**config.mk**
```make
export PLATFORM = sky130hd
export DESIGN_NAME = cps_supervisor
export DESIGN_NICKNAME = d
export VERILOG_FILES = /design/src/include/cps_pkg.sv /design/src/cps_tick_timer.sv /design/src/cps_supervisor.sv
export VERILOG_INCLUDE_DIRS = /design/src /design/src/include
export SDC_FILE = /design/constraint.sdc
export NUM_CORES = 1
export LEC_CHECK = 0
export BUFFER_PORTS_ARGS = -buffer_cell sky130_fd_sc_hd__buf_2
export CAP_MARGIN = 15
export CORE_AREA = 2 2 78 80
export CTS_BUF_LIST = sky130_fd_sc_hd__clkbuf_2
export DETAILED_ROUTE_END_ITERATION = 8
export DIE_AREA = 0 0 80 82
export HOLD_SLACK_MARGIN = 0.12
export PLACE_DENSITY = 0.77
export SETUP_SLACK_MARGIN = 0.1
export SLEW_MARGIN = 20
export SYNTH_ARGS = -nofsm -noshare
export SYNTH_HDL_FRONTEND = slang
export SYNTH_SLANG_ARGS = --single-unit
```
**constraint.sdc**
```tcl
create_clock -name clock -period 3.5 [get_ports clock]
set_input_delay 0.35 -clock clock [delete_from_list [all_inputs] [get_ports clock]]
set_output_delay 0.35 -clock clock [all_outputs]
set_load 0.005 [all_outputs]
```
**src/include/cps_defines.svh**
```systemverilog
// Purpose: Timing counts and limits for the converter protection supervisor
// Assumes: 40 MHz system clock; timer_cap_input is the capacitor oscillator output
// Notes:   Tick counts scale with the capacitor; CPS_SS_TICKS, CPS_OVL_TICKS and CPS_PFC_OFF_TICKS are in oscillator ticks
`ifndef CPS_DEFINES_SVH
`define CPS_DEFINES_SVH

`define CPS_CLK_PERIOD_NS    25
`define CPS_CLK_MHZ          40
`define CPS_SHORT_TIME_US    16000
`define CPS_AUX_SAMPLE_NS    2000
`define CPS_AUX_SAMPLE_CYC   ((`CPS_AUX_SAMPLE_NS + `CPS_CLK_PERIOD_NS - 1) / `CPS_CLK_PERIOD_NS)
`define CPS_AUX_OVER_LAST    3'h3
`define CPS_OVL_RELEASE_LAST 2'h3
`define CPS_SS_TICKS         11'h00A
`define CPS_OVL_TICKS        11'h041
`define CPS_PFC_OFF_TICKS    11'h3FE

`endif

```
**src/include/cps_pkg.sv**
```systemverilog
// Purpose: Types shared by the converter protection supervisor
// Assumes: Nothing beyond the defines header
// Notes:   Types only; all numbers live in cps_defines.svh
package cps_pkg;
  typedef logic [10:0] cps_tick_count_t;
  typedef enum logic [1:0] {CPS_GATE_WAIT, CPS_GATE_ON, CPS_GATE_SAMPLE} cps_gate_state_t;
endpackage

```
**src/cps_tick_timer.sv**
```systemverilog
// Purpose: Counts capacitor oscillator ticks while a condition holds
// Assumes: tick is a one-cycle pulse per oscillator period
// Notes:   Count clears as soon as hold drops; done stays high while limit reached
module cps_tick_timer
  import cps_pkg::*;
(
  input  wire logic                      clock,
  input  wire logic                      rst_b,
  input  wire logic                      tick,
  input  wire logic                      hold,
  input  wire cps_pkg::cps_tick_count_t  limit,
  output logic                           done
);
  import cps_pkg::*;

  cps_tick_count_t count_reg;
  cps_tick_count_t count_next;
  wire             at_limit;

  assign at_limit   = (count_reg >= limit);
  assign count_next = !hold ? '0 : ((tick && !at_limit) ? count_reg + 11'h001 : count_reg);

  always_ff @(posedge clock)
  begin
    if (!rst_b)
    begin
      count_reg <= '0;
      done      <= 1'b0;
    end
    else
    begin
      count_reg <= count_next;
      done      <= hold && (count_next >= limit);
    end
  end
endmodule

```
**src/cps_supervisor.sv**
```systemverilog
// Purpose: Protection supervisor deciding when the flyback gate may switch
// Assumes: All comparator inputs are synchronous to clock; trip inputs are pulses
// Notes:   Gate turns on only at a valley; no start-up pulse without a valley
`include "cps_defines.svh"

// Notes on behaviour
// - Short trip: feedback high over 16 ms while supply below 10 V.
// - Overload trip when feedback stays high past the overload debounce.
// - Overload debounce counted in capacitor oscillator ticks to ride through transients.
// - Overload latches off; release on the fourth supply-low trip.
// - Supply overvoltage stops the driver at once until next start trip.
// - Persisting supply overvoltage holds the latch set through each start trip, so the driver does not restart.
// - Each on-time starts at a falling aux crossing through 0.05 V.
// - Aux current sampled 2 us after every gate turn-off.
// - Sampled aux current above 300 uA marks an overvoltage event.
// - Four successive aux overvoltage cycles switch the power switch off.
// - Die over-temperature disables the driver until it cools past hysteresis.
// - External sense below 1.0 V stops the driver; recovers automatically.
// - Temperature sense bias source off whenever any protection stops switching.
// - Soft-start, overload and PFC-off debounces all scale with oscillator ticks.
// - Short, supply overvoltage and aux overvoltage latches clear at each start trip; overload clears only at its release.
module cps_supervisor
  import cps_pkg::*;
#(
  parameter int SHORT_CYCLES = `CPS_SHORT_TIME_US * `CPS_CLK_MHZ
)
(
  input  wire logic clock,
  input  wire logic rst_b,
  input  wire logic feedback_comp_input,
  input  wire logic feedback_below_pfc_off,
  input  wire logic supply_below_10v,
  input  wire logic supply_over_limit,
  input  wire logic supply_low_trip,
  input  wire logic supply_start_trip,
  input  wire logic timer_cap_input,
  input  wire logic flyback_aux_sense,
  input  wire logic aux_current_over,
  input  wire logic current_sense_trip,
  input  wire logic die_over_temp,
  input  wire logic ext_temp_below_trip,
  output logic      flyback_gate_drive,
  output logic      flyback_enable,
  output logic      temp_bias_enable,
  output logic      soft_start_active,
  output logic      pfc_off_request,
  output logic      output_short_protect,
  output logic      overload_protect,
  output logic      overvoltage_protect,
  output logic      aux_overvoltage_protect
);
  import cps_pkg::*;

  localparam int SAMPLE_CYC = `CPS_AUX_SAMPLE_CYC;

  logic            cap_prev_reg;
  logic            aux_prev_reg;
  logic [19:0]     fb_cnt_reg;
  logic [19:0]     fb_cnt_next;
  logic [1:0]      ovl_cnt_reg;
  logic [2:0]      aux_cnt_reg;
  logic [2:0]      aux_cnt_next;
  logic [6:0]      sample_cnt_reg;
  cps_gate_state_t state_reg;
  cps_gate_state_t state_next;
  logic            ovl_done;
  logic            ss_done;

  wire cap_tick            = timer_cap_input && !cap_prev_reg;
  wire zero_current_detect = flyback_aux_sense && !aux_prev_reg;
  wire fb_at_max           = (fb_cnt_reg == 20'hFFFFF);
  wire short_set           = feedback_comp_input && supply_below_10v
                             && (fb_cnt_reg >= 20'(SHORT_CYCLES));
  wire ovl_release         = overload_protect && supply_low_trip
                             && (ovl_cnt_reg == `CPS_OVL_RELEASE_LAST);
  wire ovl_set             = ovl_done && !overload_protect;
  wire sample_point        = (state_reg == CPS_GATE_SAMPLE)
                             && (sample_cnt_reg == 7'(SAMPLE_CYC - 1));
  wire aux_event           = sample_point && aux_current_over;
  wire aux_trip            = aux_event && (aux_cnt_reg == `CPS_AUX_OVER_LAST);
  wire fault               = output_short_protect || overload_protect || overvoltage_protect
                             || supply_over_limit || aux_overvoltage_protect || die_over_temp
                             || ext_temp_below_trip;

  assign fb_cnt_next  = !feedback_comp_input ? 20'h00000
                        : (fb_at_max ? fb_cnt_reg : fb_cnt_reg + 20'h00001);
  assign aux_cnt_next = aux_overvoltage_protect ? 3'h0
                        : (!sample_point ? aux_cnt_reg
                        : (aux_current_over ? aux_cnt_reg + 3'h1 : 3'h0));

  // Debounce timers on oscillator ticks
  cps_tick_timer u_ovl_timer
  (
    .clock (clock),
    .rst_b (rst_b),
    .tick  (cap_tick),
    .hold  (feedback_comp_input && flyback_enable),
    .limit (`CPS_OVL_TICKS),
    .done  (ovl_done)
  );

  cps_tick_timer u_ss_timer
  (
    .clock (clock),
    .rst_b (rst_b),
    .tick  (cap_tick),
    .hold  (flyback_enable),
    .limit (`CPS_SS_TICKS),
    .done  (ss_done)
  );

  cps_tick_timer u_pfc_timer
  (
    .clock (clock),
    .rst_b (rst_b),
    .tick  (cap_tick),
    .hold  (feedback_below_pfc_off),
    .limit (`CPS_PFC_OFF_TICKS),
    .done  (pfc_off_request)
  );

  // Gate sequencing: valley turn-on, turn-off, post turn-off sample delay
  always_comb
  begin
    state_next = state_reg;
    case (state_reg)
      CPS_GATE_WAIT:
        if (!fault && zero_current_detect)
          state_next = CPS_GATE_ON;
      CPS_GATE_ON:
        if (fault || current_sense_trip)
          state_next = CPS_GATE_SAMPLE;
      CPS_GATE_SAMPLE:
        if (sample_point)
          state_next = CPS_GATE_WAIT;
      default:
        state_next = CPS_GATE_WAIT;
    endcase
  end

  always_ff @(posedge clock)
  begin
    if (!rst_b)
    begin
      state_reg      <= CPS_GATE_WAIT;
      sample_cnt_reg <= 7'h00;
      cap_prev_reg   <= 1'b0;
      aux_prev_reg   <= 1'b0;
      fb_cnt_reg     <= 20'h00000;
      aux_cnt_reg    <= 3'h0;
    end
    else
    begin
      state_reg      <= state_next;
      sample_cnt_reg <= (state_reg == CPS_GATE_SAMPLE) ? sample_cnt_reg + 7'h01 : 7'h00;
      cap_prev_reg   <= timer_cap_input;
      aux_prev_reg   <= flyback_aux_sense;
      fb_cnt_reg     <= fb_cnt_next;
      aux_cnt_reg    <= aux_cnt_next;
    end
  end

  // Protection latches; a set always wins over a start-trip clear
  always_ff @(posedge clock)
  begin
    if (!rst_b)
    begin
      output_short_protect    <= 1'b0;
      overload_protect        <= 1'b0;
      ovl_cnt_reg             <= 2'h0;
      overvoltage_protect     <= 1'b0;
      aux_overvoltage_protect <= 1'b0;
    end
    else
    begin
      output_short_protect    <= short_set
                                 || (output_short_protect && !supply_start_trip);
      overload_protect        <= ovl_set
                                 || (overload_protect && !ovl_release);
      ovl_cnt_reg             <= !overload_protect ? 2'h0
                                 : (supply_low_trip ? ovl_cnt_reg + 2'h1 : ovl_cnt_reg);
      overvoltage_protect     <= supply_over_limit
                                 || (overvoltage_protect && !supply_start_trip);
      aux_overvoltage_protect <= aux_trip
                                 || (aux_overvoltage_protect && !supply_start_trip);
    end
  end

  // Registered outputs
  always_ff @(posedge clock)
  begin
    if (!rst_b)
    begin
      flyback_gate_drive <= 1'b0;
      flyback_enable     <= 1'b0;
      temp_bias_enable   <= 1'b0;
      soft_start_active  <= 1'b0;
    end
    else
    begin
      flyback_gate_drive <= (state_next == CPS_GATE_ON);
      flyback_enable     <= !fault;
      temp_bias_enable   <= !fault;
      soft_start_active  <= flyback_enable && !ss_done;
    end
  end
endmodule

```
# After elaboration in Yosys (flattened, before gate mapping)
# Cells that the tools add are included.
totals:
  ff_bits: 79
  out_inout_bits: 9
classes:
  addsub: 7
  magnitude_cmp: 7
  n_eq_ne: 7
  n_mux: 11
  bitwise: 1
  n_reduce_logical: 49
op_table:
  columns: ["op", "n"]
  rows:
  - ["11-bit 2-to-1 mux", 6]
  - ["11-bit by 1-bit adder with 11-bit output, second input constant", 3]
  - ["1-bit logical AND", 23]
  - ["11-bit by 10-bit >= comparator with 1-bit output, second input constant", 2]
  - ["11-bit by 4-bit >= comparator with 1-bit output, second input constant", 2]
  - ["11-bit by 7-bit >= comparator with 1-bit output, second input constant", 2]
  - ["20-bit by 1-bit adder with 20-bit output, second input constant", 1]
  - ["20-bit equality test, second input constant", 1]
  - ["20-bit >= comparator, second input constant", 1]
  - ["1-bit logical OR", 11]
  - ["1-bit logical NOT", 10]
  - ["7-bit by 1-bit adder with 7-bit output, second input constant", 1]
  - ["7-bit equality test, second input constant", 1]
  - ["2-bit 2-to-1 mux", 3]
  - ["2-bit case mux with 3 select lines", 1]
  - ["2-bit AND reduction", 3]
  - ["2-bit by 1-bit equality test with 1-bit output, second input constant", 2]
  - ["2-bit equality test, second input constant", 2]
  - ["3-bit by 1-bit adder with 3-bit output, second input constant", 1]
  - ["3-bit by 2-bit equality test with 1-bit output, second input constant", 1]
  - ["3-bit 2-to-1 mux", 1]
  - ["2-bit by 1-bit adder with 2-bit output, second input constant", 1]
  - ["2-bit logical NOT", 1]
  - ["2-bit OR reduction", 1]
  - ["1-bit NOT", 1]

# Logic depth before layout (Yosys ltp)
depth:
  ltp_word: 11
  mapped_depth: 8

# By module
# From an unflattened synthesis, not the netlist that was laid out.
hier_totals:
  hier_cells: 717
  area_unflattened_um2: 6005.8
by_module_without_submodules:
  columns: ["module", "instances", "cells_per_inst", "area_per_inst_um2", "seq_area_each_um2"]
  rows:
  - ["cps_supervisor", 1, 239, 2048.2, 860.8]
  - ["cps_tick_timer at u_ovl_timer", 1, 167, 1380.1, 240.2]
  - ["cps_tick_timer at u_pfc_timer", 1, 158, 1315.0, 240.2]
  - ["cps_tick_timer at u_ss_timer", 1, 153, 1262.5, 240.2]

# Worst setup path before layout
# Ideal clock, no wire load.
synth_timing:
  kind: "reg2reg"
  startpoint: "register u_ovl_timer.count_reg[3]"
  endpoint: "register u_ovl_timer.done"
  setup_ps: 74
  arrival_time_ps: 1868
  required_time_ps: 3426
  setup_slack_ps: 1558
  path_stages_with_launch: 6
  path_buffers: 0
  path_cell_list: "dfxtp_1 or4_1 o41a_1 o21a_1 a311o_1 a31oi_1"
synth_between:
  elab_chain_cells: 7
synth_lines:
  columns: ["element", "line_no", "rtl"]
  rows:
  - ["start: declaration", "cps_tick_timer.sv:16", "cps_tick_count_t count_reg;"]
  - ["start signal: assignment", "cps_tick_timer.sv:32", "count_reg <= count_next;"]
  - ["11-bit by 7-bit >= comparator with 1-bit output", "cps_tick_timer.sv:20", "assign at_limit = (count_reg >= limit);"]
  - ["1-bit logical NOT", "cps_tick_timer.sv:21", "assign count_next = !hold ? '0 : ((tick && !at_limit) ? count_reg + 11'h001 : count_reg);"]
  - ["1-bit logical AND", "cps_tick_timer.sv:21", null]
  - ["11-bit 2-to-1 mux * (2 in series)", "cps_tick_timer.sv:21", null]
  - ["11-bit by 7-bit >= comparator with 1-bit output *", "cps_tick_timer.sv:33", "done <= hold && (count_next >= limit);"]
  - ["1-bit logical AND *", "cps_tick_timer.sv:33", null]
  - ["end signal: assignment", "cps_tick_timer.sv:33", null]
  - ["end: declaration", "cps_tick_timer.sv:12", "output logic done"]
# Every way passes the cells marked *; elsewhere a longest branch is shown, timed or not.
# A chain may end at the register's enable or synchronous reset.

# Worst setup path after layout
layout_timing:
  startpoint: "register fb_cnt_reg[0]"
  endpoint: "register fb_cnt_reg[15]"
layout_between:
  elab_chain_cells: 1
layout_lines:
  columns: ["element", "line_no", "rtl"]
  rows:
  - ["start: declaration", "cps_supervisor.sv:58", "logic [19:0] fb_cnt_reg;"]
  - ["start signal: assignment", "cps_supervisor.sv:158", "fb_cnt_reg <= fb_cnt_next;"]
  - ["20-bit by 1-bit adder with 20-bit output / 20-bit equality test (equally long branches)", "cps_supervisor.sv:86, cps_supervisor.sv:71", null]
# Parallel ways exist; a longest one is shown, timed or not.

==> run metrics <==
Max Clk Rate 452 MHz; Synth Cell Area 3520 um2; Total Routing Usage GR between 20% and 30%; max-cap viol count 0; DRT iter0 DRCs 128; CTS buffer count 9; Layout area overhead 11.2%; Worst-path clk slew approximately 0.24 ns; min-delay src feedback_comp_input; top-count cell post-synth dfxtp_1; Die Wd roughly 80 um; DRT antenna net count 0; Vias/cell 5.66; Synth area leader dfxtp_1; worst vdd ir 0.230 mV; WL/cell 13.3 um; I/O pin count 23; syn avg cell area about 9 um2; filler cell count in the final layout 467; area share of the largest cell type after synthesis 44.9%; Total Wirelength about 7 mm; core area around 5700 um2; Syn Nets 429; TNS Setup 0 ns; largest net degree at the start of global routing 22; Final period util 63.2%; Psw 0.388 mW; max reg flops 20; Worst-Skew Late Latency 0.55 ns; startpoint types flip-flop; dpl ws 1.29 ns; Synth top cells by count dfxtp_1, nor2_1, nand2_1, xnor2_1, nand3_1; chip height approximately 82 um; # setup viols final 0; layout cells sized above 1 a little under a tenth; die area 6560 um2; # resized after CTS 0; Synth area leaders dfxtp_1, nor2_1, xnor2_1; R2R Setup Slk 1.29 ns; RSZ-0062 raised after global routing false; register bit total from synthesis 79; critical setup path kind flip-flop to flip-flop; Seq/Total Area, Yosys about 45%; Max FO, Critical Path 10; asr flop ratio synth 0%; Hold Vio Cnt, Final 0; crit path time final roughly 2.2 ns; Hold WS 0.166 ns; Max Root-Sink Buffers 2; Ys Warns 0; Pwr Total 1.49 mW; clock network fraction of total power 35.0%; status finished clean; Slew @ Worst Pin 0.779 ns; CTS tree done; remaining global-route overflow 0; IO Port Bufs 22; Slew headroom 47.6%; RR Endpoint fb_cnt_reg[15]$_SDFFE_PN0P_; Yosys cell types 51; Switching Share 26.0%; RR Startpoint fb_cnt_reg[0]$_SDFFE_PN0P_; # rows 28; worst path required time 3.95 ns; CP arrival 2.66 ns; synthesized instance count 403; final core occ about two thirds; R2R depth 6; Hold EP u_ovl_timer.count_reg[6]$_SDFF_PN0_; drt first pass iters 5; final net count 464; Num Clock Sinks 79; Worst setup EP type flip-flop; hold path depth 3; initial core utilization around three fifths; routability cong. 0.861; # hold bufs at CTS 10; Pwr Density 381 nW/um2; Post-synth EDFFs 0; initial antenna violation count 0; Post-synth top flop dfxtp_1; Root Driver clkbuf_2; Internal around 1.1 mW; diode count 0; vias 2933; first-pass GRT wire length 11.5 mm; Logic pwr share 3.9%; dpl hpwl 4.68 mm; leakage power total 1.46 nW; Remaining DRCs 0; clk_skew 0.0312 ns; post-route setup slack 1.29 ns; Seq pwr share 61.1%; vias in the first global route ~2700; number of H-tree levels 3; final slew viol count 0; Hold WC Path Type input pin to flip-flop; Post-CTS Setup Inserts 0
## worst max-delay path, cell delays in order, from the launching register on
cell and delay [ns]:
dfxtp_1 0.45, ha_1 0.26, nand3_1 0.16, nor4_2 0.74, a2111oi_0 0.27, xnor2_1 0.21
nor2_1 0.05
## power by group through the flow
| stage | combinational [mW] | clock [mW] | sequential (mW) |
|---|---|---|---|
| after floorplan | 0.0316 | 0 | 0.928 |
| after global placement | 0.0485 | 0 | 0.929 |
| after detailed placement | 0.0498 | 0 | 0.929 |
| after CTS | 0.0576 | 0.533 | 0.913 |
| after global routing | 0.0647 | 0.573 | 0.914 |
| final | 0.0583 | 0.524 | 0.912 |
## kinds of logic after synthesis
logic type / synth area share [%]
xor+xnor: 7.95
simple gates: 27.5
compound gates: 10.9
flops: 44.9
buf+inv: 2.88
mux: 1.70
fa+ha+maj: 4.26
## through the flow
stage,instance area [um2],cells
2_1_floorplan,3520,403
3_3_place_gp,3690,492
3_5_place_dp,3690,492
4_1_cts,3920,518
5_1_grt,3920,518
6_report,3920,518
## per-layer routing
layer | wire (um) | share of wire (%) | global-route usage [%] | vias up
met5 | 0 | 0 | 0 | -
met4 | 131 | 1.9 | 11.2 | 0
met1 | 3310 | 48 | 28.4 | 1364
met3 | 255 | 3.7 | 4.29 | 11
met2 | 3170 | 46 | 36.3 | 56
li1 | - | - | - | 1502
## worst max path at each step
stage                                        startpoint  slack [ns]                     endpoint  cells after the start
global route                 fb_cnt_reg[0]$_SDFFE_PN0P_        1.05  fb_cnt_reg[15]$_SDFFE_PN0P_                      6
finish                       fb_cnt_reg[0]$_SDFFE_PN0P_        1.29  fb_cnt_reg[15]$_SDFFE_PN0P_                      6
CTS                          fb_cnt_reg[0]$_SDFFE_PN0P_        1.27  fb_cnt_reg[15]$_SDFFE_PN0P_                      6
detailed placement                      timer_cap_input        1.29  u_pfc_timer.done$_SDFF_PN0_                      6
floorplan           u_ovl_timer.count_reg[3]$_SDFF_PN0_        1.56  u_ovl_timer.done$_SDFF_PN0_                      5
global placement             fb_cnt_reg[0]$_SDFFE_PN0P_        1.39  fb_cnt_reg[15]$_SDFFE_PN0P_                      6
## final cells by class
type / instances / area [um2] / share of cell area [%]
multi-input combinational: 298 / 1840 / 47.0
sequential: 79 / 1580 / 40.4
tap: 75 / 93.8 / 2.40
clock inverter: 7 / 78.8 / 2.01
timing repair buffer: 32 / 210 / 5.37
inverter: 18 / 67.6 / 1.72
clock buffer: 9 / 45.0 / 1.15
## placed cells by master (no fill, tap or decap), types with 12 or more instances in the layout
cell type   n
buf_2      22
dfxtp_1    79
nor2_1     63
inv_1      17
nand3_1    22
ha_1       12
xnor2_1    23
nand2_1    23
and3_1     16
a21oi_1    17
o21ai_0    13
Note: power is estimated with default switching activity, not from simulation.
